**config.mk**
```make
export PLATFORM = sky130hd
export DESIGN_NAME = rrs_core
export DESIGN_NICKNAME = d
export VERILOG_FILES = /design/src/rrs_pkg.sv /design/src/rrs_alu.sv /design/src/rrs_core.sv
export SDC_FILE = /design/constraint.sdc
export NUM_CORES = 1
export LEC_CHECK = 0
export ABC_CLOCK_PERIOD_IN_PS = 4000
export BUFFER_PORTS_ARGS = -buffer_cell sky130_fd_sc_hd__buf_2
export CAP_MARGIN = 20
export CORE_MARGIN = 3
export CORE_UTILIZATION = 55
export CTS_CLUSTER_DIAMETER = 120
export DETAILED_ROUTE_END_ITERATION = 7
export GPL_TIMING_DRIVEN = 0
export PLACE_DENSITY_LB_ADDON = 0.2
export SYNTH_ARGS = -nofsm -noshare
export SYNTH_HDL_FRONTEND = slang
export SYNTH_HIERARCHICAL = 1
export SYNTH_SLANG_ARGS = --single-unit
```
**constraint.sdc**
```tcl
create_clock -name core_clk -period 4 [get_ports core_clk]
set_input_delay 1 -clock core_clk [delete_from_list [all_inputs] [get_ports core_clk]]
set_output_delay 1 -clock core_clk [all_outputs]
set_load 0.02 [all_outputs]
```
**src/rrs_pkg.sv**
```systemverilog
// Shared types and constants for the rotate-right / subtract-with-borrow datapath.
// Assumes one core clock; requests come from decoder logic on that clock.
package rrs_pkg;

    // Datapath width and bit positions
    localparam int          DATA_W      = 8;
    localparam int          MSB_POS     = 7;
    localparam int          LSB_POS     = 0;
    localparam int          NIB_W       = 4;

    // Values after reset
    localparam logic [7:0]  WORKING_RST = 8'h00;
    localparam logic        FLAG_RST    = 1'b0;

    // Operation codes from the decoder
    typedef enum logic [2:0] {
        OP_ROTATE_RIGHT_IN_PLACE            = 3'h0,
        OP_ROTATE_RIGHT_TO_WORKING          = 3'h1,
        OP_ROTATE_RIGHT_THROUGH_BORROW_BIT  = 3'h2,
        OP_ROTATE_RIGHT_BORROW_BIT_TO_WORK  = 3'h3,
        OP_SUBTRACT_WITH_BORROW_MEM         = 3'h4,
        OP_SUBTRACT_WITH_BORROW_IMM         = 3'h5,
        OP_LOAD_WORKING                     = 3'h6,
        OP_LOAD_CARRY                       = 3'h7
    } rrs_op_type;

    // One request per instruction cycle
    typedef struct packed {
        logic            valid;     // Request present this cycle
        rrs_op_type      op;        // Which operation
        logic [7:0]      mem_data;  // Byte read from data memory
        logic [7:0]      imm;       // Literal byte from the instruction
    } rrs_req_type;

    // Status flags held by the block
    typedef struct packed {
        logic carry;               // Carry / not-borrow
        logic signed_range_flag;   // Signed overflow
        logic zero;                // Result is zero
        logic nibble_borrow_flag;  // Set when low nibble did not borrow
        logic extra_signed_flag;   // True sign of the result
        logic extra_null_flag;     // Zero chained across multi-byte subtracts
    } rrs_flags_type;

    // Combinational outcome of one operation
    typedef struct packed {
        logic [7:0]      value;     // Result byte
        rrs_flags_type   flags;     // Flags after the operation
        logic            to_mem;    // Result goes back to memory
        logic            to_work;   // Result goes to the working register
    } rrs_res_type;

endpackage

```
**src/rrs_alu.sv**
```systemverilog
// Combinational core: rotate and subtract-with-borrow arithmetic.
// Assumes the caller registers the result and flags in one edge.
`timescale 1ns/10ps
`default_nettype none
module rrs_alu (
    input  wire rrs_pkg::rrs_req_type   req,
    input  wire logic [7:0]             working,
    input  wire rrs_pkg::rrs_flags_type flags_in,
    output rrs_pkg::rrs_res_type        res
);

    // Shared subtract path; operand picks memory or literal
    logic [7:0] operand;
    logic [8:0] diff;
    logic [4:0] low_diff;
    logic       ov;

    always_comb begin
        res      = '0;
        res.flags = flags_in;
        // Memory operand unless the literal form was decoded
        operand  = (req.op == rrs_pkg::OP_SUBTRACT_WITH_BORROW_IMM) ? req.imm : req.mem_data;
        // Nine-bit difference; bit 8 set means a true borrow out
        diff     = {1'b0, working} - {1'b0, operand} - {8'h00, ~flags_in.carry};
        // Low nibble on its own for the half-borrow flag
        low_diff = {1'b0, working[3:0]} - {1'b0, operand[3:0]} - {4'h0, ~flags_in.carry};
        // Signs of operands differ and result sign left the minuend's
        ov       = (working[7] != operand[7]) && (diff[7] != working[7]);
        unique case (req.op)
            rrs_pkg::OP_ROTATE_RIGHT_IN_PLACE: begin
                res.value  = {req.mem_data[0], req.mem_data[7:1]};
                res.to_mem = 1'b1;
            end
            rrs_pkg::OP_ROTATE_RIGHT_TO_WORKING: begin
                res.value   = {req.mem_data[0], req.mem_data[7:1]};
                res.to_work = 1'b1;
            end
            rrs_pkg::OP_ROTATE_RIGHT_THROUGH_BORROW_BIT: begin
                res.value       = {flags_in.carry, req.mem_data[7:1]};
                res.flags.carry = req.mem_data[0];
                res.to_mem      = 1'b1;
            end
            rrs_pkg::OP_ROTATE_RIGHT_BORROW_BIT_TO_WORK: begin
                res.value       = {flags_in.carry, req.mem_data[7:1]};
                res.flags.carry = req.mem_data[0];
                res.to_work     = 1'b1;
            end
            rrs_pkg::OP_SUBTRACT_WITH_BORROW_MEM,
            rrs_pkg::OP_SUBTRACT_WITH_BORROW_IMM: begin
                res.value                    = diff[7:0];
                res.to_work                  = 1'b1;
                res.flags.carry              = ~diff[8];
                res.flags.signed_range_flag  = ov;
                res.flags.zero               = (diff[7:0] == 8'h00);
                res.flags.nibble_borrow_flag = ~low_diff[4];
                res.flags.extra_signed_flag  = ov ^ diff[7];
                res.flags.extra_null_flag    = (diff[7:0] == 8'h00) && flags_in.extra_null_flag;
            end
            rrs_pkg::OP_LOAD_WORKING: begin
                res.value   = req.imm;
                res.to_work = 1'b1;
            end
            rrs_pkg::OP_LOAD_CARRY: begin
                res.value       = working;
                res.flags.carry = req.imm[0];
                // Seeds the chained-zero flag; without it the chain could never start
                res.flags.extra_null_flag = req.imm[1];
            end
        endcase
    end

endmodule
`default_nettype wire

```
**src/rrs_core.sv**
```systemverilog
// Top of the rotate-right / subtract-with-borrow datapath slice.
// Holds the working register and flags; writes memory through a strobe.
// Assumes the decoder presents one request per cycle on core_clk.
`timescale 1ns/10ps
`default_nettype none

// Functional notes
// - In-place rotate right, bit 0 to 7
// - Rotate right copy, low bit to top
// - Copy goes to working, memory untouched
// - Rotate through carry in place, carry updated
// - Rotate through carry into working register
// - Working minus memory minus inverted carry
// - Carry clear on negative, set otherwise
// - Immediate subtract with borrow, same flags
module rrs_core (
    input  wire logic                   core_clk,
    input  wire logic                   rstn,
    input  wire rrs_pkg::rrs_req_type   req,
    output logic [7:0]                  working_register,
    output rrs_pkg::rrs_flags_type      flags,
    output logic                        mem_wr_en,
    output logic [7:0]                  mem_wr_data,
    output logic                        done
);

    // State and its next values
    logic [7:0]             working_reg;      // Working register
    rrs_pkg::rrs_flags_type flags_reg;        // Status flags
    logic                   mem_wr_en_reg;    // One-cycle memory write strobe
    logic [7:0]             mem_wr_data_reg;  // Byte to write back
    logic                   done_reg;         // Request retired pulse
    rrs_pkg::rrs_res_type   res_next;         // Arithmetic outcome

    // Arithmetic lives in its own module so the top stays register-only
    rrs_alu u_alu (
        .req      (req),
        .working  (working_reg),
        .flags_in (flags_reg),
        .res      (res_next)
    );

    // Working register; only written on a retired request
    always_ff @(posedge core_clk or negedge rstn) begin
        if (!rstn) begin
            working_reg <= rrs_pkg::WORKING_RST;
        end else if (req.valid && res_next.to_work) begin
            working_reg <= res_next.value;
        end
    end

    // Flags latch on the same edge as the destination write
    always_ff @(posedge core_clk or negedge rstn) begin
        if (!rstn) begin
            flags_reg <= '{default: rrs_pkg::FLAG_RST};
        end else if (req.valid) begin
            flags_reg <= res_next.flags;
        end
    end

    // Memory write-back strobe; lasts exactly one cycle per in-place rotate request
    always_ff @(posedge core_clk or negedge rstn) begin
        if (!rstn) begin
            mem_wr_en_reg   <= 1'b0;
            mem_wr_data_reg <= 8'h00;
        end else begin
            mem_wr_en_reg <= req.valid && res_next.to_mem;
            if (req.valid && res_next.to_mem) begin
                mem_wr_data_reg <= res_next.value;
            end
        end
    end

    // Completion pulse; no stall path exists, so every request retires
    always_ff @(posedge core_clk or negedge rstn) begin
        if (!rstn) begin
            done_reg <= 1'b0;
        end else begin
            done_reg <= req.valid;
        end
    end

    // Outputs straight from flops
    assign working_register = working_reg;
    assign flags            = flags_reg;
    assign mem_wr_en        = mem_wr_en_reg;
    assign mem_wr_data      = mem_wr_data_reg;
    assign done             = done_reg;

    // Checking helpers: request fields as plain signals
    logic       chk_valid;
    logic [7:0] chk_mem;
    logic [7:0] chk_imm;
    logic [2:0] chk_op;
    logic [8:0] chk_diff;
    assign chk_valid = req.valid;
    assign chk_mem   = req.mem_data;
    assign chk_imm   = req.imm;
    assign chk_op    = req.op;
    // Reference subtraction for the immediate and memory forms
    assign chk_diff  = {1'b0, working_reg}
                     - {1'b0, (chk_op == 3'h5) ? chk_imm : chk_mem}
                     - {8'h00, ~flags_reg.carry};
endmodule
`default_nettype wire

```
==> results of run 1 <==
[layout make-up]
type | instances | area share [%]
clock inverters | 1 | 1.21
multi-input cells | 143 | 55.0
well taps | 46 | 2.32
clock buffers | 3 | 1.66
plain buffers | 7 | 1.41
flip-flops and latches | 24 | 24.2
repair buffers | 47 | 9.78
inverters | 29 | 4.39
[Yosys cell counts]
| cell | number | share of area, % |
|---|---|---|
| a2111oi_1 | 1 | 0.48 |
| a2111oi_2 | 1 | 0.72 |
| a211o_1 | 1 | 0.42 |
| a21boi_1 | 1 | 0.36 |
| a21o_1 | 2 | 0.72 |
| a21oi_1 | 7 | 1.7 |
| a221o_1 | 1 | 0.48 |
| a221oi_4 | 1 | 1.3 |
| a2bb2oi_1 | 1 | 0.42 |
| a311oi_1 | 1 | 0.42 |
| and2b_1 | 2 | 0.72 |
| and3_1 | 2 | 0.60 |
| buf_1 | 1 | 0.18 |
| buf_2 | 1 | 0.24 |
| buf_6 | 1 | 0.54 |
| clkbuf_1 | 4 | 0.72 |
| dfrtp_1 | 24 | 29 |
| fa_1 | 2 | 1.9 |
| ha_1 | 14 | 8.4 |
| inv_1 | 29 | 5.2 |
| mux2_1 | 1 | 0.54 |
| mux2_2 | 15 | 8.1 |
| mux2_4 | 16 | 12 |
| mux2i_1 | 11 | 5.3 |
| mux4_2 | 1 | 1.1 |
| nand2_1 | 11 | 2.0 |
| nand2_8 | 2 | 1.9 |
| nand2b_1 | 3 | 0.90 |
| nand3_1 | 2 | 0.48 |
| nand3b_1 | 1 | 0.36 |
| nand4bb_1 | 2 | 1.1 |
| nor2_1 | 9 | 1.6 |
| nor2b_1 | 1 | 0.30 |
| nor3_1 | 3 | 0.72 |
| o211ai_1 | 5 | 1.8 |
| o21a_1 | 1 | 0.36 |
| o21ai_0 | 6 | 1.4 |
| o21ai_1 | 4 | 0.97 |
| o221ai_1 | 1 | 0.42 |
| o22a_1 | 1 | 0.42 |
| o22ai_1 | 1 | 0.30 |
| o31ai_1 | 1 | 0.36 |
| or3_1 | 1 | 0.30 |
| xnor2_1 | 3 | 1.3 |
| xor2_1 | 4 | 1.7 |
[layer usage]
metal	global-route usage, %	up-vias	wire length [um]
met4	2.78	0	16
li1	-	820	-
met2	37.8	36	2360
met1	28.8	825	2220
met5	0	-	0
met3	4.33	2	164
[worst max-delay path, cell delays in order]
cell     delay (ns)
buf_2          0.14
nor2b_4        0.22
nand2_4        0.13
mux2_2         0.32
ha_1           0.29
inv_1          0.05
ha_1           0.37
nand3_1        0.11
a21oi_2        0.16
mux2i_2        0.36
nand2_1        0.08
mux4_2         0.51
mux2_4         0.28
[layout by cell type, fill, tap and decap left out, types with 2 or more instances in the layout]
cell       Yosys  layout
mux2_2        15      15
a21o_1         2       2
buf_2          1      45
o21ai_1        4       4
nand2b_1       3       3
clkbuf_8       0       3
nand2_1       11      10
fa_1           2       2
nand4bb_1      2       2
o21ai_0        6       6
clkbuf_1       4       4
nand3_1        2       2
inv_1         29      29
xor2_1         4       4
nand2_8        2       2
mux2_4        16      16
and2b_1        2       2
ha_1          14      13
o211ai_1       5       5
dfrtp_1       24      24
nor3_1         3       3
xnor2_1        3       3
mux2i_1       11      10
and3_1         2       2
buf_4          0       3
a21oi_1        7       6
nor2_1         9       9
[path summary, 6_finish.rpt]
kind | to | slack (ns) | depth (start not counted)
worst max register to register | working_register[7]$_DFFE_PN0P_ | 1.11 | 9
max in group asynchronous | done$_DFF_PN0_ | 2.93 | 1
worst min register to register | mem_wr_data[7]$_DFFE_PN0P_ | 0.52 | 1
worst min-delay path | mem_wr_data[7]$_DFFE_PN0P_ | 0.52 | 1
min in group asynchronous | mem_wr_data[3]$_DFFE_PN0P_ | 0.70 | 1
worst max-delay path | working_register[7]$_DFFE_PN0P_ | 0.15 | 13
[metrics by stage]
step                util (%)  power, mW  setup TNS, ns  hold WS, ns
global route            71.0       1.97              0        0.526
CTS                     69.6       1.81              0        0.518
floorplan                  -       1.30              0        0.635
detailed placement      67.4       1.58          -1.80        0.491
finish                  71.0       1.84              0        0.516
global placement        67.4       1.55          -1.63        0.491
[power groups by stage]
stage / sequential (mW) / clock, mW / combinational (mW)
2_1_floorplan: 0.529 / 0 / 0.775
3_3_place_gp: 0.421 / 0 / 1.13
3_5_place_dp: 0.425 / 0 / 1.15
4_1_cts: 0.421 / 0.227 / 1.16
5_1_grt: 0.437 / 0.236 / 1.30
6_report: 0.421 / 0.222 / 1.20
[repair_timing]
item | CTS | global route
resized for setup | 2 | 4
endpoints found under the setup margin | 3 | 4
pin swaps | 0 | 1
buffers inserted | 0 | 3
[cell families after synthesis]
logic type	count (synthesis)	synth area share [%]
fa+ha+maj	16	10.4
mux	44	26.7
xor+xnor	7	2.96
buf+inv	36	6.94
compound gates	37	13.1
flops	24	29.0
simple gates	39	11.0
==> results_dict.tcl, run 1 <==
set metrics [dict create \
    pin_count 46 \
    port-buffer-count 44 \
    grt_util_all_layers_pct 21.8 \
    seq_area_frac_synth_pct 29.0 \
    required_ns 4.17 \
    maxSlewHeadroom_pct 63.3 \
    clock_skew_ns 0.00495 \
    viasPerCell 5.61 \
    grt_pass1_wl_mm 7.47 \
    cts_tree "built" \
    dp_hpwl_mm 3.51 \
    core_um2 3490 \
    pwr_density_cell_nw_per_um2 741 \
    drv_cap 0 \
    grt_pass1_vias 1561 \
    crit_start "req[18]" \
    critPathKind "in2reg" \
    ys_warn_count 6 \
    grt_max_degree 25 \
    overflow 0 \
    p_clk_share_pct 12.0 \
    drtAntennaViolNets 0 \
    yosysUniqueCellTypes 45 \
    gp_congestion 0.786 \
    ys_ff_latch 24 \
    leakage_nw 1.28 \
    wl_per_cell_um 15.9 \
    switching_share_pct 44.5 \
    drive_above_1_share_pct 37.0 \
    drt_wl_total_mm 4.76 \
    vias 1683 \
    post-route-period-util_pct 96.3 \
    cts_root_buf "clkbuf_8" \
    p_seq_share_pct 22.9 \
    die_h_um 67.4 \
    fmax_mhz 260 \
    fp-row-count 21 \
    syn2layout_area_growth_pct 19.6 \
    antenna_found_initial 0 \
    cp_max_fo 8 \
    fin_area_um2 2480 \
    max-vdd-ir-drop_mv 0.452 \
    place_worst_setup_slack_ns -0.454 \
    place_inst 293 \
    syn-instance-count 203 \
    mappedNetlistArea_um2 2070 \
    path_clk_slew_ns 0.10 \
    syn_nets 241 \
    clk_latency_ns 0.27 \
    period_minus_slack_ns 3.85 \
    r2r_start "flags[5]$_DFFE_PN0P_" \
    drtPass1Iterations 4 \
    nFillCells 282 \
    syn_area_per_cell_um2 10.2 \
    dpl_cell_area_um2 2350 \
    postCtsHoldBufs 0 \
    die_w_um 67.4 \
    hp-start "mem_wr_data[7]$_DFFE_PN0P_" \
    drc 0 \
    p_sw_mw 0.818 \
    htree_num_levels 1 \
    start_util_pct 59.4 \
    slew_viol_final 0 \
    antenna_cells 0 \
    worstSetupStartpointType "input pin" \
    instances_no_fill 300 \
    die-area_um2 4540 \
    comb_power_share_pct 65.1 \
    clkSinkCount 24 \
    tightest_slew_ns 0.550 \
    fin_ws_ns 0.147 \
    cts_buffers 3 \
    cp.arrival_ns 4.02 \
    critPathCaptureType "flop" \
    initialDrtViolationCount 64 \
    rsz0062_at_grt "false" \
    clock_path_buffers 2 \
    hp-class "reg2reg" \
    fin_nets 293 \
    multi_input_area_um2 1370 \
    setup_violations 0 \
    seqCellArea_um2 601 \
    hold_violations 0 \
    status "finished clean" \
    p_int_mw 1.02 \
]
Power figures use the tool's default switching activity.
==> inputs of run 2 (changes only) <==
Settings changed: ABC_CLOCK_PERIOD_IN_PS 4000 to 4100, CORE_UTILIZATION 55 to 25.
Clock period 4 ns to 4.1 ns, I/O delays scaled along.
==> run 2 against run 1 <==
Compared with the run above:
- core utilization down 39 points
- worst hold slack lost 0.0033 ns
- first-iteration DRC count decreased by 20%
- die area rose by 110%
- critical path depth stayed put
- global-route usage shrank 11 points
- cell area grew 1.3%
- combinational power fell by 4%
- sequential power shrank 3%
- critical path type unchanged
- largest cell class unchanged
- highest routed layer unchanged
==> results_dict.tcl, run 2 (synthesized netlist as in run 1, its figures left out) <==
set metrics [dict create \
    status "finished clean" \
    overflow 0 \
    hp-class "reg2reg" \
    r2r_start "working_register[0]$_DFFE_PN0P_" \
    die_h_um 97.1 \
    antenna_found_initial 0 \
    grt_pass1_wl_mm 8.58 \
    p_sw_mw 0.784 \
    grt_max_degree 25 \
    reg2reg_to "working_register[7]$_DFFE_PN0P_" \
    nFillCells 818 \
    setup_violations 0 \
    rrSetupSlack_ns 1.21 \
    postCtsHoldBufs 0 \
    comb_power_share_pct 66.5 \
    p_seq_share_pct 23.8 \
    p_int_mw 0.939 \
    worst_path_max_delay_cell "mux4_2" \
    period_minus_slack_ns 3.95 \
    post-route-period-util_pct 96.3 \
    cp_max_fo 8 \
    p_clk_share_pct 9.8 \
    drv_cap 0 \
    syn2layout_area_growth_pct 21.1 \
    htree_num_levels 1 \
    core_um2 7890 \
    slew_viol_final 0 \
    initialDrtViolationCount 51 \
    maxSlewHeadroom_pct 62.0 \
    cts_tree "built" \
    grt_pass1_vias 1663 \
    slowest_delay_ns 0.50 \
    leakage_nw 1.28 \
    hp-start "mem_wr_data[7]$_DFFE_PN0P_" \
    cts_root_buf "clkbuf_8" \
    viasPerCell 4.57 \
    switching_share_pct 45.5 \
    pwr_density_cell_nw_per_um2 686 \
    pin_count 46 \
    place_worst_setup_slack_ns -0.625 \
    fmax_mhz 253 \
    die-area_um2 9430 \
    antenna_cells 0 \
    drive_above_1_share_pct 36.4 \
    critPathBufInv 2 \
    grt_util_all_layers_pct 11.2 \
    path_clk_slew_ns 0.09 \
    wl_per_cell_um 14.8 \
    drtAntennaViolNets 0 \
    crit_family "multiplexers" \
    holdPathStages 1 \
    drt_wl_total_mm 5.24 \
    crit_chain "buf_2 -> nor2b_4 -> nand2_4 -> mux2_2 -> ha_1 -> inv_1 -> ha_1 -> a21o_1 -> a21o_1 -> a221oi_4 -> nand2_1 -> mux4_2 -> mux2_4" \
    critPathKind "in2reg" \
    most-common-layout-cells "45 x buf_2, 29 x inv_1, 24 x dfrtp_1" \
    hold_violations 0 \
    fp-row-count 32 \
    cts_buffers 3 \
    gp_congestion 0.741 \
    fin_nets 292 \
    drtPass1Iterations 4 \
    reg2regPathDepth 9 \
    critPathCaptureType "flop" \
    clkSinkCount 24 \
    finish.utilization_pct 31.9 \
    fin_ws_ns 0.153 \
    clk_latency_ns 0.27 \
    cp.depth 13 \
    required_ns 4.26 \
    rsz0062_at_grt "false" \
    vias 1622 \
    port-buffer-count 44 \
    tightest_slew_ns 0.570 \
    drc 0 \
    dp_hpwl_mm 4.12 \
    min_to "mem_wr_data[7]$_DFFE_PN0P_" \
    final_common_cell "buf_2" \
    die_w_um 97.1 \
    cp.arrival_ns 4.11 \
    max-vdd-ir-drop_mv 0.169 \
    clock_skew_ns 0.00357 \
    clock_path_buffers 2 \
    worstSetupStartpointType "input pin" \
    start_util_pct 26.3 \
]
[run 2: cell types whose count changed in the layout (fill, tap and decap cells not counted), sizes merged]
cell	delta
clkbuf	+1
bufinv	-1
buf	-1
[run 2: worst reg2reg max path, stage by stage (launching register included)]
cell and delay (ns):
dfrtp_1 0.44, fa_1 0.59, inv_1 0.05, ha_1 0.17, o21ai_1 0.21, a21oi_1 0.13, mux2i_2 0.31, nand2_1 0.10
mux4_2 0.50, mux2_4 0.28
[run 2: power groups by stage]
stage               combinational (mW)  clock (mW)  sequential [mW]
CTS                               1.15       0.178            0.412
global route                      1.26       0.187            0.430
detailed placement                1.14           0            0.416
global placement                  1.14           0            0.411
finish                            1.15       0.169            0.409
floorplan                        0.756           0            0.516
[run 2: area by class of cell]
cell class                      instances  area [um2]  share of cell area (%)
Buffer                                  7        36.3                    1.44
Sequential cell                        24         601                    23.9
Timing Repair Buffer                   46         235                    9.36
Multi-Input combinational cell        143        1350                    53.7
Tap cell                              102         128                    5.08
Clock buffer                            4        55.1                    2.19
Inverter                               29         109                    4.33
[run 2: timing repair]
| item | CTS | global route |
|---|---|---|
| setup endpoints to repair | 7 | 2 |
| resized for setup | 3 | 4 |
| cloned | 0 | 0 |
| buffers inserted | 0 | 2 |
[run 2: stage by stage]
| stage | power [mW] | hold WS, ns | cells | TNS, ns | area (um2) |
|---|---|---|---|---|---|
| floorplan | 1.27 | 0.635 | 203 | 0 | 2070 |
| global placement | 1.55 | 0.489 | 349 | -4.50 | 2420 |
| detailed placement | 1.56 | 0.491 | 349 | -4.09 | 2420 |
| CTS | 1.74 | 0.516 | 353 | 0 | 2490 |
| global route | 1.88 | 0.531 | 355 | 0 | 2510 |
| finish | 1.72 | 0.513 | 355 | 0 | 2510 |
[run 2: worst max path at each step]
stage,to,start,slack [ns]
after floorplan,working_register[7]$_DFFE_PN0P_,req[18],0.06
after global placement,working_register[7]$_DFFE_PN0P_,req[18],-0.65
after detailed placement,working_register[7]$_DFFE_PN0P_,req[18],-0.62
after CTS,working_register[7]$_DFFE_PN0P_,req[18],0.008
after global routing,working_register[7]$_DFFE_PN0P_,req[18],0.03
final,working_register[7]$_DFFE_PN0P_,req[18],0.15
[run 2: metal layers]
| layer | track usage [%] | wire [um] |
|---|---|---|
| met5 | 0 | 0 |
| met4 | 2.27 | 19 |
| met1 | 14.8 | 2510 |
| met2 | 18.9 | 2480 |
| met3 | 2.30 | 231 |
